[src/logic/rx_cdr_pkg.sv]
// constants shared by the receive lock-detect and deserializer block
package rx_cdr_pkg;
	localparam int unsigned WORD_W       = 4;          // deserializer word width
	localparam int unsigned CLK_HZ       = 20_000_000; // recovered bit clock rate
	localparam int unsigned AUX_DIV_LO   = 4;          // aux clock ratio, select low
	localparam int unsigned AUX_DIV_HI   = 16;         // aux clock ratio, select high
	// lock measurement: window of reference edges and expected divided ticks
	localparam int unsigned MEAS_REF_EDGES = 16;       // reference edges per window
	localparam int unsigned EXPECT_TICKS   = 64;       // divided ticks per window
	localparam int unsigned TOL_ASSERT     = 2;        // deviation above this fails
	localparam int unsigned TOL_RELEASE    = 1;        // deviation below this passes
	localparam int unsigned REF_TIMEOUT    = 64;       // cycles without a ref edge
	// synchronised pin vector layout
	localparam int unsigned PIN_REF      = 0;  // dedicated reference clock
	localparam int unsigned PIN_TXC      = 1;  // transmit parallel clock
	localparam int unsigned PIN_RSEL     = 2;  // reference select
	localparam int unsigned PIN_LOCKREF  = 3;  // lock_to_reference_n
	localparam int unsigned PIN_SQ       = 4;  // rx_squelch_n
	localparam int unsigned PIN_DIAG     = 5;  // diagnostic_loopback_n
	localparam int unsigned PIN_ORDER    = 6;  // rx_bit_order_select
	localparam int unsigned PIN_AUXDIV   = 7;  // aux_clock_divider_select
	localparam int unsigned PIN_BELOW    = 8;  // amplitude below threshold
	localparam int unsigned PIN_DET_EN   = 9;  // signal-loss detection enable
	localparam int unsigned PIN_W        = 10; // number of synchronised pins
	localparam logic [9:0]  PIN_RST      = 10'h038; // active-low pins idle high
	// register port
	localparam int unsigned ADDR_W       = 4;
	localparam logic [3:0]  REG_STATUS   = 4'h0; // sticky events, read only
	localparam logic [3:0]  REG_CLEAR    = 4'h4; // write one to clear, write only
	localparam logic [3:0]  REG_ENABLE   = 4'h8; // interrupt enables
	localparam logic [3:0]  REG_LOCK     = 4'hc; // live lock state, read only
	// event bit positions
	localparam int unsigned EV_LOL       = 0;  // loss of lock went active
	localparam int unsigned EV_SIGLOSS   = 1;  // signal-loss alarm went active
	localparam int unsigned EV_NOREF     = 2;  // reference clock vanished
	localparam int unsigned EV_W         = 3;
	localparam logic [2:0]  ENABLE_RST   = 3'h0;
	localparam logic        LOL_RST      = 1'b1; // unlocked until first window
endpackage

[src/logic/lock_meter.sv]
// frequency comparison of the divided recovered clock against a reference
`timescale 1ns/1ps
module lock_meter
	import rx_cdr_pkg::*;
#(
	parameter int unsigned MEAS    = MEAS_REF_EDGES, // ref edges per window
	parameter int unsigned EXPECT  = EXPECT_TICKS,   // ticks expected per window
	parameter int unsigned TOL_A   = TOL_ASSERT,     // fail above this deviation
	parameter int unsigned TOL_R   = TOL_RELEASE,    // pass below this deviation
	parameter int unsigned TIMEOUT = REF_TIMEOUT     // cycles to declare no ref
) (
	input  wire logic       clk,       // block clock
	input  wire logic       srst,      // synchronous reset, active high
	input  wire logic       div_tick,  // one pulse per divided recovered period
	input  wire logic       ref_level, // selected, synchronised reference level
	input  wire logic       hold,      // recovered clock held on the reference
	output logic            freq_fail, // deviation beyond tolerance
	output logic            ref_missing, // no valid reference edge lately
	output logic [7:0]      deviation  // last measured deviation, saturated
);
	localparam int unsigned CW = 8;
	localparam int unsigned RW = $clog2(MEAS + 1);
	localparam int unsigned TW = $clog2(TIMEOUT + 1);

	// the tick counter must hold twice the expected count
	if (2 * EXPECT > 255 || MEAS < 2 || TOL_R > TOL_A || TIMEOUT < 2) begin : g_chk
		$error("lock_meter parameters out of range");
	end

	typedef struct packed {
		logic          ref_prev; // reference level one cycle ago
		logic [CW-1:0] ticks;    // divided ticks in this window
		logic [RW-1:0] edges;    // reference edges in this window
		logic [TW-1:0] idle;     // cycles since last reference edge
		logic          fail;
		logic          missing;
		logic [7:0]    dev;
	} meter_t;

	meter_t st_r;   // registered state
	meter_t st_nxt; // next state

	logic          ref_edge;  // rising edge of the reference
	logic [CW-1:0] ticks_now; // ticks including this cycle
	logic [CW-1:0] dev_now;   // absolute deviation this cycle

	assign ref_edge  = ref_level & ~st_r.ref_prev;
	assign ticks_now = st_r.ticks + CW'(div_tick);
	assign dev_now   = (ticks_now > CW'(EXPECT)) ? ticks_now - CW'(EXPECT)
	                                             : CW'(EXPECT) - ticks_now;

	////////////////////////////////////////////////////////////////////////////
	// count ticks between reference edges and judge each full window
	always_comb begin
		st_nxt          = st_r;
		st_nxt.ref_prev = ref_level;
		st_nxt.ticks    = (ticks_now == '1) ? st_r.ticks : ticks_now;
		if (ref_edge) begin
			st_nxt.idle = '0;
			if (st_r.edges == RW'(MEAS - 1)) begin
				st_nxt.edges = '0;
				st_nxt.ticks = '0;
				st_nxt.dev   = dev_now;
				// held clock cannot drift, so no frequency error
				if (hold) begin
					st_nxt.fail = 1'b0;
				end else if (dev_now > CW'(TOL_A)) begin
					st_nxt.fail = 1'b1;
				end else if (dev_now < CW'(TOL_R)) begin
					st_nxt.fail = 1'b0;
				end
			end else begin
				st_nxt.edges = st_r.edges + RW'(1);
			end
		end else if (st_r.idle != TW'(TIMEOUT)) begin
			st_nxt.idle = st_r.idle + TW'(1);
		end
		// a missing reference restarts the window from scratch
		st_nxt.missing = (st_nxt.idle == TW'(TIMEOUT));
		if (st_nxt.missing) begin
			st_nxt.edges = '0;
			st_nxt.ticks = '0;
		end
	end

	// register the whole state
	always_ff @(posedge clk) begin
		if (srst) begin
			st_r <= '{ref_prev: 1'b0, ticks: '0, edges: '0, idle: '0,
			          fail: 1'b1, missing: 1'b0, dev: 8'h00};
		end else begin
			st_r <= st_nxt;
		end
	end

	assign freq_fail   = st_r.fail;
	assign ref_missing = st_r.missing;
	assign deviation   = st_r.dev;
endmodule

[src/logic/pin_sync.sv]
// three-flop synchroniser with agreement filter for a vector of pins
`timescale 1ns/1ps
module pin_sync #(
	parameter int unsigned  W   = 1,   // number of pins
	parameter logic [W-1:0] RST = '0   // filtered level during reset
) (
	input  wire logic         clk,  // block clock
	input  wire logic         srst, // synchronous reset, active high
	input  wire logic [W-1:0] d,    // raw pin levels
	output logic      [W-1:0] q     // filtered levels
);
	typedef struct packed {
		logic [W-1:0] s1; // first stage, read only by s2
		logic [W-1:0] s2;
		logic [W-1:0] s3;
		logic [W-1:0] q;
	} sync_t;

	sync_t st_r;  // registered state
	sync_t st_nxt; // next state

	////////////////////////////////////////////////////////////////////////////
	// a change counts once stages two and three agree, so a single
	// metastable sample can never reach the data bus
	always_comb begin
		st_nxt    = st_r;
		st_nxt.s1 = d;
		st_nxt.s2 = st_r.s1;
		st_nxt.s3 = st_r.s2;
		for (int i = 0; i < W; i++) begin
			if (st_r.s2[i] == st_r.s3[i]) begin
				st_nxt.q[i] = st_r.s3[i];
			end
		end
	end

	// register the whole state
	always_ff @(posedge clk) begin
		if (srst) begin
			st_r <= '{s1: RST, s2: RST, s3: RST, q: RST};
		end else begin
			st_r <= st_nxt;
		end
	end

	assign q = st_r.q;
endmodule

[src/logic/rx_lock_deser.sv]
// receive lock detection, 1:4 deserializer, clocks, squelch and registers
//
// Summary of operation
// - group four received bits into one word
// - word changes on primary clock rising edge
// - order low: first bit on bit 0
// - order high: first bit on bit 3
// - aux clock is quarter or sixteenth rate
// - squelch low forces data bus to zero
// - diagnostic loopback overrides squelch
// - compare divided clock with selected reference
// - assert lock loss beyond tolerance, hysteresis
// - unlocked clock may drift about 1000 ppm; here both clock outputs run from clk and never drift
// - missing reference asserts lock loss
// - signal loss asserts lock loss unless held
// - lock-to-reference holds clocks on reference; here it only clears frequency fail and masks signal loss
// - alarm active low, high when detection disabled
//
// Design decisions made here: the placing of the registers and the address-and-strobe port.
`timescale 1ns/1ps
module rx_lock_deser
	import rx_cdr_pkg::*;
(
	input  wire logic              clk,                      // recovered bit clock
	input  wire logic              srst,                     // sync reset, high
	input  wire logic              serial_rx_input,          // retimed recovered bit
	input  wire logic              loopback_serial_data,     // serializer output bit
	input  wire logic              reference_clock_input,    // dedicated reference
	input  wire logic              tx_parallel_clock_input,  // transmit word clock
	input  wire logic              reference_select,         // high: transmit clock
	input  wire logic              lock_to_reference_n,      // low: hold on ref
	input  wire logic              rx_squelch_n,             // low: zero the data
	input  wire logic              diagnostic_loopback_n,    // low: loopback path
	input  wire logic              rx_bit_order_select,      // high: first bit on 3
	input  wire logic              aux_clock_divider_select, // high: divide by 16
	input  wire logic              signal_below_threshold,   // amplitude too small
	input  wire logic              loss_detect_enable,       // signal-loss enable
	output logic [WORD_W-1:0]      parallel_rx_data,         // deserialized word
	output logic                   primary_recovered_clock_out,   // bit clock / 4
	output logic                   auxiliary_recovered_clock_out, // / 4 or / 16
	output logic                   rx_loss_of_lock_n,        // low: not locked
	output logic                   loss_of_signal_alarm_n,   // low: signal lost
	input  wire logic [ADDR_W-1:0] reg_addr,                 // register address
	input  wire logic [31:0]       reg_wdata,                // write data
	input  wire logic              reg_wr,                   // write strobe
	input  wire logic              reg_rd,                   // read strobe
	output logic [31:0]            reg_rdata,                // read data, next cycle
	output logic                   irq                       // level interrupt
);
	typedef struct packed {
		logic [1:0]        phase;   // bit position within the word
		logic [WORD_W-1:0] asm_w;   // bits gathered, first at bit 0
		logic [WORD_W-1:0] pending; // completed word awaiting the clock edge
		logic [WORD_W-1:0] data;    // word on the bus
		logic              pclk;    // primary clock output
		logic [3:0]        aux_cnt; // free divider for the aux clock
		logic              aux;     // aux clock output
		logic              lol;     // loss of lock, active high internally
		logic              sigloss_n;  // alarm output
		logic              sigloss_prev; // for edge events
		logic              noref_prev;   // for edge events
		logic [EV_W-1:0]   status;  // sticky events
		logic [EV_W-1:0]   enable;  // interrupt enables
		logic [31:0]       rdata;   // read answer
		logic              irq;     // interrupt output
	} state_t;

	state_t st_r;   // registered state
	state_t st_nxt; // next state

	////////////////////////////////////////////////////////////////////////////
	// pin synchronisation and selection

	logic [PIN_W-1:0] pin_q;      // filtered control and clock pins
	logic             diag_act;   // diagnostic loopback selected
	logic             sq_force;   // squelch takes effect
	logic             lockref_act; // recovered clock held on the reference
	logic             sigloss_act; // signal-loss condition
	logic             ref_level;  // chosen reference level
	logic             ser;        // serial bit feeding the deserializer
	logic             freq_fail;  // from the lock meter
	logic             ref_missing; // from the lock meter
	logic [7:0]       deviation;  // from the lock meter
	logic             div_tick;   // one per primary clock period
	logic [EV_W-1:0]  ev;         // events this cycle
	logic [EV_W-1:0]  clr;        // clear mask written this cycle

	pin_sync #(
		.W   (PIN_W),
		.RST (PIN_RST)
	) u_sync (
		.clk  (clk),
		.srst (srst),
		.d    ({loss_detect_enable, signal_below_threshold, aux_clock_divider_select,
		        rx_bit_order_select, diagnostic_loopback_n, rx_squelch_n,
		        lock_to_reference_n, reference_select, tx_parallel_clock_input,
		        reference_clock_input}),
		.q    (pin_q)
	);

	assign diag_act    = ~pin_q[PIN_DIAG];
	assign sq_force    = ~pin_q[PIN_SQ] & ~diag_act;
	assign lockref_act = ~pin_q[PIN_LOCKREF];
	assign sigloss_act = pin_q[PIN_DET_EN] & pin_q[PIN_BELOW];
	// reference chosen by the select pin
	assign ref_level   = pin_q[PIN_RSEL] ? pin_q[PIN_TXC] : pin_q[PIN_REF];
	// loopback bits come from our own serializer, same clock, no sync
	assign ser         = diag_act ? loopback_serial_data : serial_rx_input;
	assign div_tick    = (st_r.phase == 2'd3);

	// the recovered clock here always runs from clk, so the drift that an
	// analog loop shows while reacquiring never appears at these outputs
	lock_meter u_meter (
		.clk         (clk),
		.srst        (srst),
		.div_tick    (div_tick),
		.ref_level   (ref_level),
		.hold        (lockref_act),
		.freq_fail   (freq_fail),
		.ref_missing (ref_missing),
		.deviation   (deviation)
	);

	// map gathered bits to the bus according to the order select
	function automatic logic [WORD_W-1:0] order_word(
		input logic [WORD_W-1:0] w,
		input logic              first_high
	);
		logic [WORD_W-1:0] r;
		r = w;
		if (first_high) begin
			for (int i = 0; i < WORD_W; i++) begin
				r[WORD_W-1-i] = w[i];
			end
		end
		return r;
	endfunction

	assign ev[EV_LOL]     = st_nxt.lol & ~st_r.lol;
	assign ev[EV_SIGLOSS] = sigloss_act & ~st_r.sigloss_prev;
	assign ev[EV_NOREF]   = ref_missing & ~st_r.noref_prev;
	assign clr            = (reg_wr && reg_addr == REG_CLEAR) ? reg_wdata[EV_W-1:0] : '0;

	////////////////////////////////////////////////////////////////////////////
	// next-state logic for data path, clocks, lock and registers
	always_comb begin
		st_nxt = st_r;
		// deserializer: one bit per clk, four per word
		st_nxt.phase            = st_r.phase + 2'd1;
		st_nxt.asm_w[st_r.phase] = ser;
		if (st_r.phase == 2'd3) begin
			st_nxt.pending = order_word({ser, st_r.asm_w[2:0]}, pin_q[PIN_ORDER]);
		end
		// bus loads in the same cycle that the primary clock rises
		if (st_r.phase == 2'd1) begin
			st_nxt.data = sq_force ? '0 : st_r.pending;
		end
		st_nxt.pclk = st_nxt.phase[1];
		// aux clock; switching the select mid-period may shorten one phase
		st_nxt.aux_cnt = st_r.aux_cnt + 4'd1;
		st_nxt.aux     = pin_q[PIN_AUXDIV] ? st_nxt.aux_cnt[3] : st_nxt.aux_cnt[1];
		// lock loss combines frequency, reference and signal conditions
		st_nxt.lol = freq_fail | ref_missing
		           | (sigloss_act & ~lockref_act);
		st_nxt.sigloss_n    = ~sigloss_act;
		st_nxt.sigloss_prev = sigloss_act;
		st_nxt.noref_prev   = ref_missing;
		// sticky status: a new event beats a clear in the same cycle
		st_nxt.status = (st_r.status & ~clr) | ev;
		if (reg_wr && reg_addr == REG_ENABLE) begin
			st_nxt.enable = reg_wdata[EV_W-1:0];
		end
		st_nxt.irq = |(st_nxt.status & st_nxt.enable);
		// read data live for one cycle only; unmapped reads give zero
		st_nxt.rdata = 32'h0000_0000;
		if (reg_rd) begin
			unique case (reg_addr)
				REG_STATUS: st_nxt.rdata = 32'(st_r.status);
				REG_ENABLE: st_nxt.rdata = 32'(st_r.enable);
				REG_LOCK:   st_nxt.rdata = {16'h0000, deviation, 3'b000,
				                            lockref_act, sigloss_act, ref_missing,
				                            freq_fail, st_r.lol};
				default:    st_nxt.rdata = 32'h0000_0000;
			endcase
		end
	end

	// register the whole state
	always_ff @(posedge clk) begin
		if (srst) begin
			st_r <= '{phase: 2'd0, asm_w: '0, pending: '0, data: '0, pclk: 1'b0,
			          aux_cnt: 4'h0, aux: 1'b0, lol: LOL_RST, sigloss_n: 1'b1,
			          sigloss_prev: 1'b0, noref_prev: 1'b0, status: '0,
			          enable: ENABLE_RST, rdata: 32'h0000_0000, irq: 1'b0};
		end else begin
			st_r <= st_nxt;
		end
	end

	assign parallel_rx_data              = st_r.data;
	assign primary_recovered_clock_out   = st_r.pclk;
	assign auxiliary_recovered_clock_out = st_r.aux;
	assign rx_loss_of_lock_n             = ~st_r.lol;
	assign loss_of_signal_alarm_n        = st_r.sigloss_n;
	assign reg_rdata                     = st_r.rdata;
	assign irq                           = st_r.irq;
endmodule
[config.mk]
export PLATFORM = sky130hd
export DESIGN_NAME = rx_lock_deser
export DESIGN_NICKNAME = d
export VERILOG_FILES = /design/src/logic/rx_cdr_pkg.sv /design/src/logic/lock_meter.sv /design/src/logic/pin_sync.sv /design/src/logic/rx_lock_deser.sv
export SDC_FILE = /design/constraint.sdc
export NUM_CORES = 1
export LEC_CHECK = 0
export ABC_AREA = 0
export BUFFER_PORTS_ARGS = -buffer_cell sky130_fd_sc_hd__buf_2
export CAP_MARGIN = 20
export CELL_PAD_IN_SITES_DETAIL_PLACEMENT = 0
export CELL_PAD_IN_SITES_GLOBAL_PLACEMENT = 1
export CORE_ASPECT_RATIO = 1.4
export CORE_UTILIZATION = 41
export CTS_CLUSTER_SIZE = 14
export DETAILED_ROUTE_END_ITERATION = 10
export PLACE_DENSITY = 0.89
export SLEW_MARGIN = 20
export SYNTH_ARGS = -nofsm -noshare
export SYNTH_HDL_FRONTEND = slang
export SYNTH_SLANG_ARGS = --single-unit
[constraint.sdc]
create_clock -name clk -period 7.15 [get_ports clk]
set_input_delay 0.3575 -clock clk [delete_from_list [all_inputs] [get_ports clk]]
set_output_delay 0.3575 -clock clk [all_outputs]
set_load 0.02 [all_outputs]
==> flow_metrics.env <==
export IMPL_final_core_util_pct=48.9
export IMPL_clk_latency_ps=410
export IMPL_maxSlewViolCount=0
export IMPL_tightest_slew_ps=782
export IMPL_period_share_pct=54.5
export IMPL_fin_nets=626
export IMPL_critPathMaxStageDelay_ps=490
export IMPL_postCtsSetupBuffers=0
export IMPL_path_clk_slew_ps=50
export IMPL_hp_class="in -> reg"
export IMPL_core_mm2=0.0114
export IMPL_rsz0062_at_grt="false"
export IMPL_antenna_cells=0
export IMPL_drc=0
export IMPL_via_count=3540
export IMPL_worstPathCellList="ha_1 > ha_1 > ha_1 > inv_1 > ha_1 > nand2_1 > or3_1 > a31oi_2 > o31ai_2 > or3_1 > a2111oi_1 > a21oi_1"
export IMPL_slew_headroom_pct=47.8
export IMPL_reg2reg_depth=12
export IMPL_grt_pass1_vias=3452
export IMPL_fin_skew_ps=5.01
export IMPL_r2r_setup_slack_ps=3250
export IMPL_irDropWorstVdd_v=0.000202
export IMPL_tritoncts="yes"
export IMPL_worstHoldStart="rx_squelch_n"
export IMPL_row_count=46
export IMPL_place_ws_ps=3310
export IMPL_synth_distinct_cells=57
export IMPL_clock_sinks=113
export IMPL_timing_rr_end="u_meter.freq_fail"
export IMPL_htreeDepth=4
export IMPL_synthArstFlopShare_pct=0
export IMPL_syn_inst=534
export IMPL_die_w_um=93.8
export IMPL_final_setup_worst_slack_ps=3250
export IMPL_synth_warnings=0
export IMPL_ys_seq_area_share_pct=46.8
export IMPL_start_util_pct=42.4
export IMPL_netlist_area_mm2=0.00483
export IMPL_hold_depth=2
export IMPL_cts_hold_buf=0
export IMPL_gp_congestion=0.830
export IMPL_detail_route_antenna_nets=0
export IMPL_synthFlopType="dfxtp_1"
export IMPL_cap_violations=0
export IMPL_portBuffers=44
export IMPL_wl_per_cell_um=12.4
export IMPL_antenna_found_initial=0
export IMPL_max_freq_ghz=0.256
export IMPL_via_per_inst=4.94
export IMPL_grt_pass1_wl_um=14700
export IMPL_slowest_stage="a2111oi_1"
export IMPL_cts_resized=0
export IMPL_grt_max_degree=85
export IMPL_clk_path_buf_depth=2
export IMPL_power_density_mw_per_mm2=293
export IMPL_p_leak_nw=2.26
export IMPL_r2r_start="st_r[62]"
export IMPL_crit_type="reg -> reg"
export IMPL_areaGrowthSynthToFinish_pct=15.4
export IMPL_setup_viol=0
export IMPL_endpoint_kind="flip-flop"
export IMPL_gr_total_overflow=0
export IMPL_dieHeight_um=130
export IMPL_fin_tns_setup_ps=0
export IMPL_synth_area_per_cell_um2=9.05
export IMPL_crit_top_cell="ha_1"
export IMPL_gr_usage_all_layers_pct=15.6
export IMPL_min_period_ps=3900
export IMPL_crit_fanout=8
export IMPL_dieArea_mm2=0.0122
export IMPL_ys_ff_latch=113
export IMPL_dp_hpwl_um=6130
export IMPL_cts_buffers=17
export IMPL_whs_endpoint="u_sync.st_nxt[24]"
export IMPL_ios=93
export IMPL_routed_wl_um=8860
export IMPL_status="finished, final reports clean"
export IMPL_arrival_ps=4180
export IMPL_cp_start_kind="flip-flop"
export IMPL_initialDrtViolationCount=168
export IMPL_cp_data_required_time_ps=7430
export IMPL_drive_above_1_share_pct=18.0
export IMPL_cts_root_buf="clkbuf_16"
export IMPL_dr_pass1_iters=4
export IMPL_hold_viol=0
export IMPL_synth_edff_count=0
worst max path at each step:
stage	from	end	depth (start not counted)
2_1_floorplan	st_r[62]	u_meter.freq_fail	13
3_3_place_gp	st_r[62]	u_meter.freq_fail	12
3_5_place_dp	st_r[62]	u_meter.freq_fail	12
4_1_cts	st_r[62]	u_meter.freq_fail	12
5_1_grt	st_r[62]	u_meter.freq_fail	12
6_report	st_r[62]	u_meter.freq_fail	12
cell type report:
type / instances / area [um2]
Clock buffer: 18 / 439
Clock inverter: 14 / 201
Fill cell: 1083 / 5820
Inverter: 12 / 45.0
Multi-Input combinational cell: 371 / 2220
Sequential cell: 113 / 2260
Tap cell: 144 / 180
Timing Repair Buffer: 45 / 228
state kept, by name (all words and copies together), names as in the netlist:
signal and cells:
st_r 22, u_meter.st_r 21, u_sync.st_nxt 20, reg_rdata 13
u_sync.q 10, u_sync.st_r 10, u_meter.deviation 8, parallel_rx_data 4
auxiliary_recovered_clock_out 1, irq 1, loss_of_signal_alarm_n 1, u_meter.freq_fail 1
u_meter.ref_missing 1
logic make-up after synthesis:
logic type	count (synthesis)	share of synthesized area (%)
AOI/OAI and AO/OA	85	11.3
other	1	0.0776
xor gates and xnor gates	16	2.90
adders and majority gates	14	3.62
DFF	113	46.8
muxes	17	3.60
buffers and inverters	68	8.64
and+or+nand+nor	220	23.1
layout by cell type, fill, tap and decap left out, types with 4 or more instances in the layout:
cell       instances
buf_2             44
clkbuf_16         17
or2_2             10
a21oi_1           33
nor2_1            62
a211oi_1           8
and2_1            12
ha_1              14
nor3_1            10
nand3_1           16
bufinv_16          4
inv_6              4
conb_1            19
nand2_1           41
nand4_1            4
nor2b_1           29
o21ai_0           16
nand4b_1           4
dfxtp_1          113
xor2_1             8
inv_1             12
a22oi_1            4
nand2b_1          11
xnor2_1            8
mux2i_1           14
o21bai_1           4
through the flow:
step | total power, W | hold slack [ps] | instances | area (um2)
after floorplan | 0.000740 | 389 | 552 | 4900
after global placement | 0.000749 | 392 | 685 | 4940
after detailed placement | 0.000753 | 400 | 685 | 4940
after CTS | 0.00165 | 118 | 717 | 5580
after global routing | 0.00170 | 116 | 717 | 5580
final | 0.00164 | 135 | 717 | 5580
where the power goes:
| group | leakage, nW | switching [W] | total [W] | internal (W) |
|---|---|---|---|---|
| combinational | 1.04 | 0.0000505 | 0.0000842 | 0.0000337 |
| sequential | 0.919 | 0.00000994 | 0.000655 | 0.000646 |
| clock | 0.308 | 0.000300 | 0.000897 | 0.000597 |
| total | 2.26 | 0.000360 | 0.00164 | 0.00128 |
cells in the mapped netlist, drive strengths merged, types with 3 or more instances:
cell type | n | share of area [%]
xor2 | 8 | 1.4
o31ai | 3 | 0.57
nand3b | 3 | 0.47
xnor2 | 8 | 1.4
dfxtp | 113 | 47
nor2b | 29 | 3.8
buf | 44 | 6.8
inv | 12 | 0.93
or3 | 5 | 0.70
ha | 14 | 3.6
nand4b | 4 | 0.72
mux2 | 3 | 0.70
o21bai | 4 | 0.62
nand3 | 16 | 1.7
and3 | 4 | 0.54
and2 | 12 | 1.6
clkbuf | 12 | 0.96
nor3 | 11 | 1.2
nand4 | 4 | 0.52
mux2i | 14 | 2.9
or2 | 10 | 1.3
a21oi | 33 | 3.4
nor2 | 63 | 4.9
a22oi | 4 | 0.62
o21ai | 16 | 1.7
a211oi | 8 | 1.2
nand2b | 11 | 1.4
nand2 | 42 | 3.3
layer usage:
metal,share of wire [%],GRT usage (%),wire (um),vias to the layer above
met5,0,0,0,-
met4,2.3,9.14,203,0
met3,4.9,4.86,430,14
met2,52,27.9,4580,96
met1,41,15.8,3650,1622
li1,-,-,-,1808
critical path, delay by kind of cell, from the launching register on:
kind | cells | cell delay (ps)
buf+inv | 1 | 130
simple gates | 3 | 820
flops | 1 | 380
compound gates | 4 | 1000
fa+ha+maj | 4 | 1430
(Power assumes the default switching activity.)
